$ cat config.mk
export PLATFORM = sky130hd
export DESIGN_NAME = ors_sequencer
export DESIGN_NICKNAME = d
export VERILOG_FILES = /design/src/hw/ors_sequencer.v /design/src/hw/ors_step_timer.v
export VERILOG_INCLUDE_DIRS = /design/src /design/src/hw
export SDC_FILE = /design/constraint.sdc
export NUM_CORES = 1
export LEC_CHECK = 0
export ABC_AREA = 1
export BUFFER_PORTS_ARGS = -buffer_cell sky130_fd_sc_hd__buf_2
export CAP_MARGIN = 15
export CORE_MARGIN = 2
export CORE_UTILIZATION = 60
export CTS_BUF_LIST = sky130_fd_sc_hd__clkbuf_2 sky130_fd_sc_hd__clkbuf_4 sky130_fd_sc_hd__clkbuf_8
export DETAILED_ROUTE_END_ITERATION = 7
export PLACE_DENSITY = 0.75
export SYNTH_ARGS = -nofsm -noshare
export SYNTH_HDL_FRONTEND = slang
export SYNTH_SLANG_ARGS = --single-unit
export TNS_END_PERCENT = 50
$ cat constraint.sdc
create_clock -name clock -period 12.2 [get_ports clock]
set_input_delay 1.22 -clock clock [delete_from_list [all_inputs] [get_ports clock]]
set_output_delay 1.22 -clock clock [all_outputs]
set_load 0.03 [all_outputs]
$ cat src/hw/ors_defines.vh
/*
 Constants for the output ramp sequencer: register offsets, field
 positions, reset values and timing counts.
 Assumes a 50 MHz clock and a master step clock from the power manager.
*/
`ifndef ORS_DEFINES_VH
`define ORS_DEFINES_VH
`define ORS_ADDR_TON 8'h05
`define ORS_ADDR_TOFF 8'h06
`define ORS_ADDR_RAMP 8'h03
`define ORS_ADDR_DROOP 8'h07
`define ORS_TON_RST 8'h00
`define ORS_TOFF_RST 8'h00
`define ORS_RAMP_RST 8'h1C
`define ORS_DROOP_RST 8'h00
`define ORS_RISE_HI 6
`define ORS_RISE_LO 4
`define ORS_FALL_EN_BIT 3
`define ORS_FALL_HI 2
`define ORS_FALL_LO 0
`define ORS_RATE_RESERVED 3'h7
`define ORS_STEP_MV 10
`define ORS_LSB_MV_X10 25
`define ORS_STEP_LSB 12'h004
`define ORS_MS_US 1000
`define ORS_TICK_US 10
`define ORS_TICKS_PER_MS (`ORS_MS_US / `ORS_TICK_US)
`define ORS_MS_TICKS 10'h064
`endif

$ cat src/hw/ors_sequencer.v
/*
 Output ramp sequencer top: registers written over a simple byte port
 from the single-wire bus decoder, turn-on/off delays, stepped ramps.
 Assumes the master clock arrives as a pin and is synchronised here;
 each of its rising edges is a 10 us tick. Voltages are 12-bit codes of
 2.5 mV per LSB; 10 mV is four LSB.
*/
`timescale 1ns/1ps
`default_nettype none
`include "ors_defines.vh"
module ors_sequencer (
    input wire clock,
    input wire rst,
    input wire master_clk_pin,
    input wire reg_wr,
    input wire [7:0] reg_addr,
    input wire [7:0] reg_wdata,
    output reg [7:0] reg_rdata_ff,
    input wire turn_on,
    input wire [11:0] setpoint,
    input wire [11:0] prebias_level,
    input wire [11:0] load_current,
    output reg [11:0] vref_ff,
    output reg switches_on_ff,
    output reg ramping_ff,
    output reg steady_ff
);
    localparam S_OFF = 6'b000001;
    localparam S_ONDLY = 6'b000010;
    localparam S_RISE = 6'b000100;
    localparam S_ON = 6'b001000;
    localparam S_OFFDLY = 6'b010000;
    localparam S_FALL = 6'b100000;

    // Ticks of 10 us per 10 mV step for each rate code; zero is invalid for rising only
    function [7:0] step_ticks;
        input [2:0] code;
        input rising;
        begin
            case (code)
                3'h0: step_ticks = rising ? 8'h00 : 8'h14;
                3'h1: step_ticks = 8'h0A;
                3'h2: step_ticks = 8'h05;
                3'h3: step_ticks = 8'h04;
                3'h4: step_ticks = 8'h02;
                3'h5: step_ticks = 8'h01;
                3'h6: step_ticks = 8'h01;
                default: step_ticks = 8'h00;
            endcase
        end
    endfunction

    reg [7:0] ton_ff, toff_ff, droop_ff;
    reg [2:0] rise_code_ff, fall_code_ff;
    reg fall_en_ff;
    reg [5:0] state_ff, nxt_state;
    reg [2:0] msync_ff;
    reg [6:0] tick_cnt_ff;
    reg [7:0] ms_cnt_ff;
    reg [17:0] off_ticks_ff;
    reg [17:0] fall_ticks_ff;
    reg ms_tick;
    wire tick;
    wire step;
    wire [11:0] droop_adj;
    wire [11:0] target;
    wire [2:0] wr_rise, wr_fall;
    wire [17:0] off_limit;

    // Turn-off interval in master ticks
    assign off_limit = {10'h000, toff_ff} * {8'h00, `ORS_MS_TICKS};

    assign tick = msync_ff[1] & ~msync_ff[2];
    assign wr_rise = reg_wdata[`ORS_RISE_HI:`ORS_RISE_LO];
    assign wr_fall = reg_wdata[`ORS_FALL_HI:`ORS_FALL_LO];
    // Droop: code times current/8 LSB, a coarse proportional offset
    assign droop_adj = (load_current >> 3) * {9'h000, droop_ff[2:0]};
    assign target = (setpoint > droop_adj) ? setpoint - droop_adj : 12'h000;

    // Second stage only reads the first; edge detect uses later stages
    always @(posedge clock or posedge rst) begin
        if (rst) begin
            msync_ff <= 3'b000;
        end else begin
            msync_ff <= {msync_ff[1:0], master_clk_pin};
        end
    end

    always @(posedge clock or posedge rst) begin
        if (rst) begin
            ton_ff <= `ORS_TON_RST;
            toff_ff <= `ORS_TOFF_RST;
            droop_ff <= `ORS_DROOP_RST;
            rise_code_ff <= 3'h1;
            fall_en_ff <= 1'b1;
            fall_code_ff <= 3'h4;
        end else if (reg_wr) begin
            case (reg_addr)
                `ORS_ADDR_TON: ton_ff <= reg_wdata;
                `ORS_ADDR_TOFF: toff_ff <= reg_wdata;
                `ORS_ADDR_DROOP: droop_ff <= {5'h00, reg_wdata[2:0]};
                `ORS_ADDR_RAMP: begin
                    if (wr_rise != `ORS_RATE_RESERVED &&
                        wr_rise != 3'h0) begin
                        rise_code_ff <= wr_rise;
                    end
                    if (wr_fall != `ORS_RATE_RESERVED) begin
                        fall_code_ff <= wr_fall;
                    end
                    fall_en_ff <= reg_wdata[`ORS_FALL_EN_BIT];
                end
                default: begin
                end
            endcase
        end
    end

    always @(posedge clock or posedge rst) begin
        if (rst) begin
            reg_rdata_ff <= 8'h00;
        end else begin
            case (reg_addr)
                `ORS_ADDR_TON: reg_rdata_ff <= ton_ff;
                `ORS_ADDR_TOFF: reg_rdata_ff <= toff_ff;
                `ORS_ADDR_DROOP: reg_rdata_ff <= droop_ff;
                `ORS_ADDR_RAMP: reg_rdata_ff <= {1'b0, rise_code_ff,
                    fall_en_ff, fall_code_ff};
                default: reg_rdata_ff <= 8'h00;
            endcase
        end
    end

    // Millisecond enable derived from the master clock ticks
    always @(posedge clock or posedge rst) begin
        if (rst) begin
            tick_cnt_ff <= 7'h00;
            ms_tick <= 1'b0;
        end else begin
            ms_tick <= 1'b0;
            // Restarted per command, so the first millisecond is never short
            if (state_ff != S_ONDLY) begin
                tick_cnt_ff <= 7'h00;
            end else if (tick) begin
                if (tick_cnt_ff == `ORS_TICKS_PER_MS - 1) begin
                    tick_cnt_ff <= 7'h00;
                    ms_tick <= 1'b1;
                end else begin
                    tick_cnt_ff <= tick_cnt_ff + 7'h01;
                end
            end
        end
    end

    ors_step_timer u_step (
        .clock(clock),
        .rst(rst),
        .tick(tick),
        .run(ramping_ff),
        .ticks_per_step(state_ff == S_FALL ?
            step_ticks(fall_code_ff, 1'b0) :
            step_ticks(rise_code_ff, 1'b1)),
        .step_ff(step)
    );

    always @* begin
        nxt_state = state_ff;
        case (state_ff)
            S_OFF: if (turn_on) nxt_state = S_ONDLY;
            S_ONDLY: begin
                if (!turn_on) begin
                    nxt_state = S_OFF;
                end else if (ms_cnt_ff >= ton_ff) begin
                    nxt_state = S_RISE;
                end
            end
            S_RISE: begin
                if (!turn_on) begin
                    nxt_state = S_OFFDLY;
                end else if (vref_ff >= target) begin
                    nxt_state = S_ON;
                end
            end
            S_ON: if (!turn_on) nxt_state = S_OFFDLY;
            S_OFFDLY: begin
                if (turn_on) begin
                    nxt_state = S_ONDLY;
                end else if (fall_en_ff) begin
                    // Remaining interval no longer than the whole ramp; start now
                    if (off_ticks_ff + fall_ticks_ff >= off_limit) begin
                        nxt_state = S_FALL;
                    end
                end else if (off_ticks_ff >= off_limit) begin
                    nxt_state = S_OFF;
                end
            end
            S_FALL: begin
                if (turn_on) begin
                    nxt_state = S_RISE;
                end else if (vref_ff == 12'h000) begin
                    nxt_state = S_OFF;
                end
            end
            default: nxt_state = S_OFF;
        endcase
    end

    always @(posedge clock or posedge rst) begin
        if (rst) begin
            state_ff <= S_OFF;
            ms_cnt_ff <= 8'h00;
            off_ticks_ff <= 18'h00000;
            fall_ticks_ff <= 18'h00000;
            vref_ff <= 12'h000;
            switches_on_ff <= 1'b0;
            ramping_ff <= 1'b0;
            steady_ff <= 1'b0;
        end else begin
            state_ff <= nxt_state;
            ms_cnt_ff <= (state_ff == S_ONDLY) ?
                (ms_tick && ms_cnt_ff != 8'hFF ? ms_cnt_ff + 8'h01 :
                ms_cnt_ff) : 8'h00;
            // Interval is counted from the turn-off command itself
            off_ticks_ff <= (nxt_state == S_OFFDLY || nxt_state == S_FALL) ?
                (tick ? off_ticks_ff + 18'h00001 : off_ticks_ff) :
                18'h00000;
            // Ramp time: steps to zero times ticks per step
            fall_ticks_ff <= {8'h00, vref_ff[11:2]} *
                {10'h000, step_ticks(fall_code_ff, 1'b0)};
            ramping_ff <= (nxt_state == S_RISE || nxt_state == S_FALL);
            steady_ff <= (nxt_state == S_ON);
            if (nxt_state == S_OFF) begin
                vref_ff <= 12'h000;
                switches_on_ff <= 1'b0;
            end else if (state_ff == S_RISE && step) begin
                vref_ff <= (target - vref_ff > `ORS_STEP_LSB) ?
                    vref_ff + `ORS_STEP_LSB : target;
                // Held off while a prebiased output sits above the ramp
                switches_on_ff <= switches_on_ff |
                    (vref_ff >= prebias_level);
            end else if (state_ff == S_FALL && step) begin
                vref_ff <= (vref_ff > `ORS_STEP_LSB) ?
                    vref_ff - `ORS_STEP_LSB : 12'h000;
            end else if (state_ff == S_ON) begin
                vref_ff <= target;
                switches_on_ff <= 1'b1;
            end
        end
    end
endmodule
`default_nettype wire

$ cat src/hw/ors_step_timer.v
/*
 Step timer: counts master-clock ticks and fires once per ramp step.
 Assumes tick is a one-cycle enable in the system clock domain.
*/
`timescale 1ns/1ps
`default_nettype none
module ors_step_timer (
    input wire clock,
    input wire rst,
    input wire tick,
    input wire run,
    input wire [7:0] ticks_per_step,
    output reg step_ff
);
    reg [7:0] cnt_ff;
    always @(posedge clock or posedge rst) begin
        if (rst) begin
            cnt_ff <= 8'h00;
            step_ff <= 1'b0;
        end else begin
            step_ff <= 1'b0;
            if (!run) begin
                cnt_ff <= 8'h00;
            end else if (tick) begin
                if (cnt_ff + 8'h01 >= ticks_per_step) begin
                    cnt_ff <= 8'h00;
                    step_ff <= 1'b1;
                end else begin
                    cnt_ff <= cnt_ff + 8'h01;
                end
            end
        end
    end
endmodule
`default_nettype wire

# ---- After elaboration in Yosys (flattened, before gate mapping)
# Cells that the tools add are included.
# W data, S select, Z words.
dict set report totals {
  romBits 0
  out_inout_bits 23
  latchBits 0
  ram_bits 0
  reg_bits 119
  word_cells 145
  memories 0
  input_bits 57
}
dict set report classes {
  shifts 0
  bitwise_logic 3
  addsub 9
  order_cmp 9
  div_mod_pow 0
  reduce_logical 21
  eq_ne 36
  muxes 44
  mul 3
}
# operator count
set op_table {}
lappend op_table {{$mux W12} 7}
lappend op_table {{$mux W6} 12}
lappend op_table {{$mux W8} 6}
lappend op_table {{$ge A18 B15 Y1} 2}
lappend op_table {{$mux W18} 2}
lappend op_table {{$pmux W6 S6} 1}
lappend op_table {{$pmux W8 S4} 1}
lappend op_table {{$pmux W5 S6} 1}
lappend op_table {{$eq A8 B3 Y1 const B} 3}
lappend op_table {{$ge A12 B12 Y1} 2}
lappend op_table {{$gt A12 B3 Y1 const B} 2}
lappend op_table {{$sub A12 B12 Y12} 2}
lappend op_table {{$mux W7} 3}
lappend op_table {{$pmux W4 S5} 1}
lappend op_table {{$add A18 B1 Y18 const B} 1}
lappend op_table {{$add A18 B18 Y18} 1}
lappend op_table {{$eq A3 B3 Y1 const B} 6}
lappend op_table {{$mul A10 B8 Y18} 1}
lappend op_table {{$add A8 B1 Y8 const B} 2}
lappend op_table {{$ge A8 B8 Y1} 2}
lappend op_table {{$mul A8 B5 Y13 const B} 1}
lappend op_table {{$add A12 B3 Y12 const B} 1}
lappend op_table {{$eq A3 B2 Y1 const B} 4}
lappend op_table {{$eq A6 B1 Y1 const B} 2}
lappend op_table {{31 further kinds} 59}

# ---- Logic depth before layout (Yosys ltp)
# Gate-level depths: netlist of the first run.
dict set report logic_depth {
  ltp_word 10
  depth_mapped 43
  mapped_depth_nobuf 42
}

# ---- Cells and area by module
# From an unflattened synthesis of the first run, not the netlist that was laid out.
dict set report unflattened {
  cells_unflattened 1727
  area_unflattened_um2 12559.5
}
# mod seq_area_each_um2 n_inst cells_per_inst area_per_inst_um2
set modules_own_cells {}
lappend modules_own_cells {ors_sequencer 2707.6 1 1616 11810.1}
lappend modules_own_cells {ors_step_timer 225.2 1 111 749.5}

# ---- Worst setup path before layout of the first run
# No wires, ideal clock.
dict set report synth_path {
  kind {input-to-reg}
  from {input port load_current[3]}
  to {register vref_ff[0]}
  required_time_ps 12082
  slack_ps 6098
  setup_time_ps 118
  arrival_time_ps 5983
  stages 39
  n_path_buf 0
  path_cell_list {nand2_1 -> fa_1 -> inv_1 -> ha_1 -> inv_1 -> fa_1 -> o21ai_0 -> a21oi_1 -> o21bai_1 -> nand2_1 -> nand2_1 -> a21oi_1 -> xor2_1 -> ha_1 -> nand2_1 -> nor2_1 -> nand3_1 -> nand3_1 -> (+3 left out) -> inv_1 -> ha_1 -> nand2_1 -> inv_1 -> nand2_1 -> nand2_1 -> nand2_1 -> nand3_1 -> nand2_1 -> nand3_2 -> nor2_4 -> nand3_4 -> nand3_2 -> nand2_1 -> nand3_1 -> nand2_1 -> nand2_1 -> nand2_1}
}
dict set report synth_between {
  elab_chain_cells 9
  elab_cells_between_ends 17
  classes_between {add/sub (2); mul (1); order compare (3); eq/ne (1); mux (9); reduce/logical (1)}
}
# element line_no
set synth_rtl {}
lappend synth_rtl {{start: declaration} ors_sequencer.v:22} ;# input wire [11:0] load_current,
lappend synth_rtl {{$mul A9 B3 Y12 (*)} ors_sequencer.v:77} ;# assign droop_adj = (load_current >> 3) * {9'h000, droop_ff[2:0]};
lappend synth_rtl {{$sub A12 B12 Y12 or $gt A12 B12 Y1 (tied branches)} ors_sequencer.v:78} ;# assign target = (setpoint > droop_adj) ? setpoint - droop_adj : 12'h000;
lappend synth_rtl {{$mux W12 (*)} ors_sequencer.v:78}
lappend synth_rtl {{branches (longest 6 deep; another with $sub A12 B12 Y12)} -}
lappend synth_rtl {{end signal: assignment} ors_sequencer.v:235} ;# vref_ff <= (target - vref_ff > `ORS_STEP_LSB) ?
lappend synth_rtl {{end signal: assignment} ors_sequencer.v:241} ;# vref_ff <= (vref_ff > `ORS_STEP_LSB) ?
lappend synth_rtl {{end signal: assignment} ors_sequencer.v:244} ;# vref_ff <= target;
lappend synth_rtl {{end: declaration} ors_sequencer.v:23} ;# output reg [11:0] vref_ff,
# Mark *: on every way between the ends. The select of a mux whose other input is x is not followed.
# A chain may end at the register's enable or synchronous reset.

# ---- Worst setup path in the final report of the first run
dict set report layout_path {
  from {input port load_current[3]}
  to {register vref_ff[1]}
}
# Same word-level chain as after synthesis.

==> results.toml, run 1 <==
[sta]
fmax_mhz = 151.8
fin_setup_tns_ns = 0
finClkSkew_ns = 0.01676
slew_viol_final = 0
tightestPinTransition_ns = 0.9391
min_period_over_period_pct = 53.98
finalHoldViolCount = 0
finalSetupViolations = 0
whs_ns = 0.3694
slew_headroom_pct = 37.16
min_period_ns = 6.586
rsz0062_at_grt = "false"

[setup_path]
crit_path_end_kind = "register"
crit_top_cell = "nand2_1"
reg2reg_slack_ns = 5.82
slowest_delay_ns = 0.50
crit_arrival_ns = 6.93
worstPathMaxFanout = 10
r2r_start = "droop_ff[2]"
required_ns = 12.55
r2r_cells = 39
slowest_stage = "fa_1"
worstReg2RegEnd = "vref_ff[1]"
crit_type = "in -> reg"
critical_path.startpoint_type = "input pin"

[hold_path]
hold_class = "reg -> reg"
hp-start = "msync_ff[0]"
whs_endpoint = "msync_ff[1]"
hold_depth = 0

[floorplanning]
ios = 80
die_area_sq_mm = 0.02141
die_w_um = 146.3
die_y_um = 146.3
core_area_sq_mm = 0.02004
rows = 52
initial_core_util_pct = 60.63

[clock_tree]
clk_path_buf_depth = 2
cts_max_level = 4
cts_hold_buf = 0
cts_tree = "yes"
clock-sinks = 117
clk_pin_slew_ns = 0.08
post-cts-setup-buffers = 0
cts-root-buf = "clkbuf_8"
clkLatencyLatePin_ns = 0.46
cts_resized = 0
cts_buffers = 17

[global_routing]
grt_max_degree = 63
grtUsageMet3_pct = 3.469
grtUsageTotal_pct = 27.59
grt-ovfl-total = 0
grt_use_met1_pct = 35.61
grt_pass1_vias = 10644
antenna_found_initial = 1
grt.busiest_layer = "met2"
grt_pass1_wl_um = 48910
grt_use_met2_pct = 48.30

[final_layout]
stdcell_count = 2014
final_nets = 1989
multi_input_area_sq_mm = 0.008107
ff_latch_area_sq_mm = 0.002933
area_growth_pct = 8.506
drive_gt1_share_pct = 10.21
fill_cells = 1841

[drt]
ant_nets = 0
vias = 11004
drt_first_pass_iters = 5
viasPerCell = 5.464
wl_per_cell_um = 14.12
drc_errors = 0
finalWirelength_um = 28440
drtIter0Drc = 767

[pwr]
irDropWorstVdd_v = 0.00009888
leakage_uw = 0.007095
powerDensity_mw_per_mm2 = 128.6

[synthesis]
synth_top_flop_cell = "dfrtp_1"
avgSynthCellArea_sq_um = 7.337
synth_cells = 1656
syn_area_sq_mm = 0.01215
synthesis.nets = 1915
synth_top_area_share_pct = 23.27
seq_area_frac_synth_pct = 24.14
yosys-top-cells-count = "nand2_1, inv_1, ha_1"
ys_ff_latch = 117
yosysMostFrequentCell = "nand2_1"
synth.area.top_cells = "dfrtp_1, ha_1, nand2_1"
yosysWarnings = 0
synth_cell_type_count = 59
synth_edf_count = 0
yosysTopAreaCell = "dfrtp_1"
postSynth.asyncResetShare_pct = 100.0

[placement]
dp.cells = 1981
place_congestion = 0.9241
io_buffers = 76
hpwl_um = 22920

[job]
max_cap_viol_count = 0

[run_status]
status = "finished clean"
## state kept, by name (all words and copies together), names as in the netlist
signal	flops
msync_ff	3
ms_tick	1
fall_en_ff	1
ms_cnt_ff	8
state_ff	6
fall_ticks_ff	16
toff_ff	8
reg_rdata_ff	8
u_step.step_ff	1
droop_ff	3
tick_cnt_ff	7
switches_on_ff	1
rise_code_ff	3
steady_ff	1
ramping_ff	1
vref_ff	12
fall_code_ff	3
u_step.cnt_ff	8
ton_ff	8
off_ticks_ff	18
## layout make-up
| class | count | area share [%] |
|---|---|---|
| Clock buffer | 18 | 1.879 |
| Sequential cell | 117 | 22.25 |
| Inverter | 267 | 7.621 |
| Multi-Input combinational cell | 1250 | 61.49 |
| Clock inverter | 14 | 1.243 |
| Antenna cell | 1 | 0.01898 |
| Tap cell | 270 | 2.562 |
| Timing Repair Buffer | 77 | 2.942 |
## critical path, delay by kind of cell
family	cells	cell delay [ns]
AND/OR/NAND/NOR	24	2.65
adder cells (fa/ha/maj)	5	1.69
AO/OA/AOI/OAI	4	0.67
buffers and inverters	6	0.55
XOR/XNOR	1	0.15
## worst max-delay path by stage
stage | slack (ns) | start | to | cells past startpoint
final | 5.61 | load_current[3] | vref_ff[1] | 40
after global routing | 5.00 | load_current[3] | vref_ff[1] | 40
after CTS | 5.63 | load_current[3] | vref_ff[7] | 39
after detailed placement | 5.17 | load_current[3] | vref_ff[1] | 38
after global placement | 5.29 | load_current[3] | vref_ff[0] | 38
after floorplan | 6.10 | load_current[3] | vref_ff[0] | 39
## routing by layer
metal  vias to the layer above  wire length (um)
met1                      5155             12770
met2                       250             14010
met4                         0               569
li1                       5552                 -
met5                         -                 0
met3                        47              1098
## power by group
part / internal (uW) / total (uW) / switching, uW / leakage (uW)
logic: 294 / 840 / 546 / 0.00530
registers: 425 / 476 / 50.7 / 0.00159
clock network: 193 / 380 / 187 / 0.000205
## metrics by stage
stage	instance area (sq um)	utilization (%)	setup WS (ns)	total power [uW]
after global routing	13180	65.78	5.003	1844
final	13180	65.79	5.614	1696
after floorplan	12150	-	6.098	1128
after CTS	13180	65.78	5.629	1697
after detailed placement	12770	63.72	5.167	1315
after global placement	12770	63.72	5.288	1289
## cell usage in the layout (no fill, tap or decap), types with 20 or more instances in the layout
| cell | Yosys | layout |
|---|---|---|
| a21oi_1 | 93 | 93 |
| xor2_1 | 59 | 59 |
| nand3_1 | 97 | 97 |
| nand2_1 | 379 | 379 |
| ha_1 | 165 | 165 |
| nor3_1 | 21 | 21 |
| nand4_1 | 20 | 20 |
| dfrtp_1 | 113 | 113 |
| o21ai_0 | 74 | 74 |
| fa_1 | 37 | 37 |
| inv_1 | 247 | 246 |
| nor2_1 | 151 | 151 |
| buf_2 | 6 | 76 |
| xnor2_1 | 21 | 21 |
## cells by family after synthesis
| family | count (synthesis) | synth area share [%] |
|---|---|---|
| buf+inv | 289 | 9.144 |
| compound gates | 232 | 10.88 |
| flops | 117 | 24.14 |
| fa+ha+maj | 202 | 23.09 |
| xor+xnor | 80 | 5.767 |
| simple gates | 736 | 26.98 |
No activity file was read; power rests on OpenSTA's default activity.
==> inputs of run 2 (changes only) <==
==> constraint.sdc (replaced) <==
create_clock -name clock -period 6.08 [get_ports clock]
set_input_delay 0.608 -clock clock [delete_from_list [all_inputs] [get_ports clock]]
set_output_delay 0.608 -clock clock [all_outputs]
set_load 0.03 [all_outputs]
==> run 2 against run 1 <==
Against the previous run:
- wire length increased by 1.6%
- first-iteration DRC count down 6.3%
- global-route usage up 0.22 points
- critical path depth shrank 3
- sequential share of layout area is 0.49 points lower
- largest power group unchanged
==> results.toml, run 2 (synthesis gave the netlist of run 1 again) <==
[pwr]
leakage_uw = 0.007231
powerDensity_mw_per_mm2 = 258.1
intPower_uw = 1875
clockPowerShare_pct = 21.6
swShare_pct = 46.18
power_frac_seq_pct = 27.3
p_comb_share_pct = 51.0
irDropWorstVdd_v = 0.0002255
switchingPower_uw = 1609

[setup_path]
path_buf_inv = 7
critical_path.startpoint_type = "register"
crit_top_cell = "nand2_1"
reg2reg_slack_ns = 0.50
crit_path_end_kind = "register"
slowest_delay_ns = 0.53
worstPathMaxFanout = 6
required_ns = 6.42
cp_top_family = "simple AND/OR/NAND/NOR gates"
r2r_cells = 37
crit_type = "reg -> reg"
crit_arrival_ns = 5.92
slowest_stage = "fa_1"
cp_num_cells = 37

[clock_tree]
clkLatencyLatePin_ns = 0.46
cts_max_level = 4
cts_tree = "yes"
cts-root-buf = "clkbuf_8"
clk_path_buf_depth = 2
cts_buffers = 17
clock-sinks = 117
clk_pin_slew_ns = 0.08

[floorplanning]
ios = 80
die_y_um = 146.3
initial_core_util_pct = 60.63
die_w_um = 146.3
core_area_sq_mm = 0.02004
die_area_sq_mm = 0.02141
rows = 52

[hold_path]
hold_class = "in -> async"

[sta]
whs_ns = 0.2525
finClkSkew_ns = 0.01391
slew_viol_final = 0
min_period_ns = 5.582
tightestPinTransition_ns = 0.9946
finalSetupViolations = 0
min_period_over_period_pct = 91.82
fmax_mhz = 179.1
finalHoldViolCount = 0
slew_headroom_pct = 33.45

[final_layout]
final_common_cell = "nand2_1"
fill_cells = 1752
final_nets = 2011
largest_reg_flops = 18
utilization_pct = 67.37
top_register = "off_ticks_ff"
area_growth_pct = 11.11
layout_common_cells = "nand2_1, inv_1, ha_1"
drive_gt1_share_pct = 13.09
top_regs = "off_ticks_ff x18, fall_ticks_ff x16, vref_ff x12"
num_antenna_cells = 0

[global_routing]
grtUsageTotal_pct = 27.81
grt-ovfl-total = 0
antenna_found_initial = 0
grt_pass1_wl_um = 49450
grt_max_degree = 62
grt_pass1_vias = 10785

[drt]
vias = 11167
ant_nets = 0
wl_per_cell_um = 14.21
finalWirelength_um = 28910
drc_errors = 0
viasPerCell = 5.487
drtIter0Drc = 719
drt_first_pass_iters = 5

[job]
max_cap_viol_count = 0

[run_status]
status = "finished clean"

[placement]
io_buffers = 76
hpwl_um = 23160
place_congestion = 0.9222
## run 2: path summary, 6_finish.rpt
path / startpoint / to
worst max-delay path: droop_ff[2] / vref_ff[7]
worst min-delay path: rst / droop_ff[0]
worst max register to register: droop_ff[2] / vref_ff[7]
worst min register to register: msync_ff[0] / msync_ff[1]
max in group asynchronous: rst / off_ticks_ff[13]
min in group clock: master_clk_pin / msync_ff[0]
## run 2: area by class of cell
type                       count  area (sq um)  share of cell area [%]
tap                          270         337.8                   2.502
sequential                   117          2937                   21.75
multi-input combinational   1252          8270                   61.26
timing repair buffer          97         538.0                   3.985
clock buffer                  18         247.7                   1.835
inverter                     267          1005                   7.442
clock inverter                14         165.2                   1.223
## run 2: what timing repair did
action / in CTS / in global routing
hold endpoints to repair: 0 / 0
resized for setup: 0 / 38
buffers inserted: 0 / 5
endpoints found under the setup margin: 0 / 16
hold buffers: 0 / 0
## run 2: layer usage
metal  global-route usage [%]  wire, um
met5                        0         0
met4                    9.563       715
met3                    4.031      1357
met2                    48.61     14080
met1                    35.38     12750
## run 2: metrics by stage
step                      worst slack [ns]  std cells  TNS [ns]  cell area, sq um  power [uW]
after CTS                          0.07109       2028         0             13300        3417
after global routing              -0.02916       2035   -0.1638             13500        3781
after detailed placement          -0.09118       1996   -0.4360             12880        2654
after global placement             0.01388       1996         0             12880        2605
after floorplan                     0.5656       1656         0             12150        2263
final                               0.4976       2035         0             13500        3484
## run 2: power by group through the flow
stage	Clock, uW	Combinational [uW]	Sequential (uW)
finish	754	1780	953
detailed placement	0	1690	967
CTS	768	1700	951
global route	804	2010	963
floorplan	0	1300	960
global placement	0	1640	964
==> inputs of run 3 (changes only) <==
--- a/config.mk
+++ b/config.mk
@@ -9,6 +9,7 @@
 export ABC_AREA = 1
 export BUFFER_PORTS_ARGS = -buffer_cell sky130_fd_sc_hd__buf_2
 export CAP_MARGIN = 15
+export CORE_ASPECT_RATIO = 1.1
 export CORE_MARGIN = 2
 export CORE_UTILIZATION = 60
 export CTS_BUF_LIST = sky130_fd_sc_hd__clkbuf_2 sky130_fd_sc_hd__clkbuf_4 sky130_fd_sc_hd__clkbuf_8
==> run 3 against run 2 <==
Against the previous run:
- die area is essentially flat
- clock skew rose by 0.0080 ns
- hold slack better by 0.0085 ns
- sequential power about the same
- largest power group unchanged
==> results.toml, run 3 (synthesis gave the netlist of run 1 again) <==
[setup_path]
crit_path_start = "droop_ff[2]"
r2r_start = "droop_ff[2]"
crit_path_end_kind = "register"
slowest_delay_ns = 0.49
crit_top_cell = "nand2_1"
critical_path.startpoint_type = "register"
path_buf_inv = 4
required_ns = 6.42
cp_top_family = "simple AND/OR/NAND/NOR gates"
worstPathMaxFanout = 6
crit_type = "reg -> reg"
slowest_stage = "dfrtp_2"
crit_arrival_ns = 6.11

[placement]
pre_cts_ws_ns = -0.1390
place_congestion = 0.9253
dp.cells = 1979
hpwl_um = 23580
io_buffers = 76

[clock_tree]
cts_max_level = 4
cts_hold_buf = 0
cts_buffers = 17
clock-sinks = 117
clkLatencyLatePin_ns = 0.47
cts_tree = "yes"
clk_path_buf_depth = 2
clk_pin_slew_ns = 0.09
cts-root-buf = "clkbuf_8"

[drt]
finalWirelength_um = 29690
drtIter0Drc = 549
wl_per_cell_um = 14.70
drc_errors = 0
ant_nets = 0
drt_first_pass_iters = 5
vias = 11279
viasPerCell = 5.584

[pwr]
leakage_uw = 0.007242
finalPower_uw = 3508
powerDensity_mw_per_mm2 = 259.2
irDropWorstVdd_v = 0.0002425

[global_routing]
antenna_found_initial = 1
grt-ovfl-total = 0
grt_max_degree = 63
grt_pass1_vias = 10941
grt_pass1_wl_um = 49820
grtUsageTotal_pct = 28.09

[floorplanning]
die_w_um = 139.7
rows = 54
core_area_sq_mm = 0.01986
initial_core_util_pct = 61.17
ios = 80
die_area_sq_mm = 0.02141
die_y_um = 153.3

[sta]
fin_setup_tns_ns = 0
tightestPinTransition_ns = 0.9568
slew_viol_final = 0
finalSetupViolations = 0
finClkSkew_ns = 0.02187
min_period_ns = 5.767
finalHoldViolCount = 0
min_period_over_period_pct = 94.85
setup_slack_ns = 0.3131
fmax_mhz = 173.4
slew_headroom_pct = 35.97

[job]
max_cap_viol_count = 0

[final_layout]
final_nets = 2013
final_common_cell = "nand2_1"
top_regs = "off_ticks_ff x18, fall_ticks_ff x16, vref_ff x12"
stdcell_count = 2020
largest_reg_flops = 18
layout_common_cells = "nand2_1, inv_1, ha_1"
drive_gt1_share_pct = 13.92
top_register = "off_ticks_ff"
fill_cells = 1753
area_growth_pct = 11.40

[run_status]
status = "finished clean"

[hold_path]
hold_class = "in -> async"
run 3: cell types whose count changed in the layout (fill, tap and decap cells not counted), moves of 2 or more:
cell,before,now
nand2_2,12,16
a21oi_1,91,88
a21oi_2,3,6
nand2_1,375,372
nor2_1,141,138
nor2_2,22,25
inv_1,245,243
inv_2,16,18
run 3: what timing repair did:
action                                  CTS  global route
cloned                                    0             4
endpoints found under the setup margin    2            13
buffers inserted                          0             4
resized for setup                         2            51
pin swaps                                 0            14
run 3: cell type report:
cell class,instances,area [sq um],area share (%)
Antenna cell,1,2.502,0.01849
Clock buffer,18,241.5,1.784
Clock inverter,14,165.2,1.220
Inverter,267,1005,7.423
Multi-Input combinational cell,1254,8328,61.53
Sequential cell,117,2937,21.70
Tap cell,252,315.3,2.329
Timing Repair Buffer,97,541.8,4.003
run 3: worst paths after layout:
path,endpoint,slack (ns),depth (start not counted)
min in group clock,msync_ff[0],0.27,1
max,vref_ff[5],0.31,38
min reg2reg,msync_ff[1],0.35,0
min,tick_cnt_ff[6],0.26,2
max in group asynchronous,droop_ff[2],4.59,3
max reg2reg,vref_ff[5],0.31,38
run 3: through the flow:
step	utilization [%]	hold WS, ns	cell area [sq um]
4_1_cts	66.84	0.2416	13280
2_1_floorplan	-	0.3312	12150
6_report	68.14	0.2609	13540
3_5_place_dp	64.78	0.3371	12870
3_3_place_gp	64.78	0.3324	12870
5_1_grt	68.14	0.2429	13540
run 3: per-layer routing:
metal	vias to the layer above	wire length (um)	track usage (%)
li1	5614	-	-
met1	5311	12460	34.32
met2	302	14970	50.36
met3	52	1461	3.759
met4	0	791	10.48
met5	-	0	0
run 3: power breakdown:
| group | internal, uW | leakage [uW] | total, uW | switching (uW) |
|---|---|---|---|---|
| Clock | 382 | 0.000207 | 749 | 367 |
| Sequential | 853 | 0.00159 | 955 | 101 |
| Combinational | 638 | 0.00545 | 1800 | 1170 |
| Total | 1870 | 0.00724 | 3510 | 1630 |
run 3: worst reg2reg max path: cells and delay by family, from the launching register on:
kind                     cells  cell delay [ns]
flip-flops                   1             0.49
AND/OR/NAND/NOR             23             2.35
XOR/XNOR                     1             0.17
AO/OA/AOI/OAI                5             0.71
adder cells (fa/ha/maj)      5             1.60
buffers and inverters        4             0.34
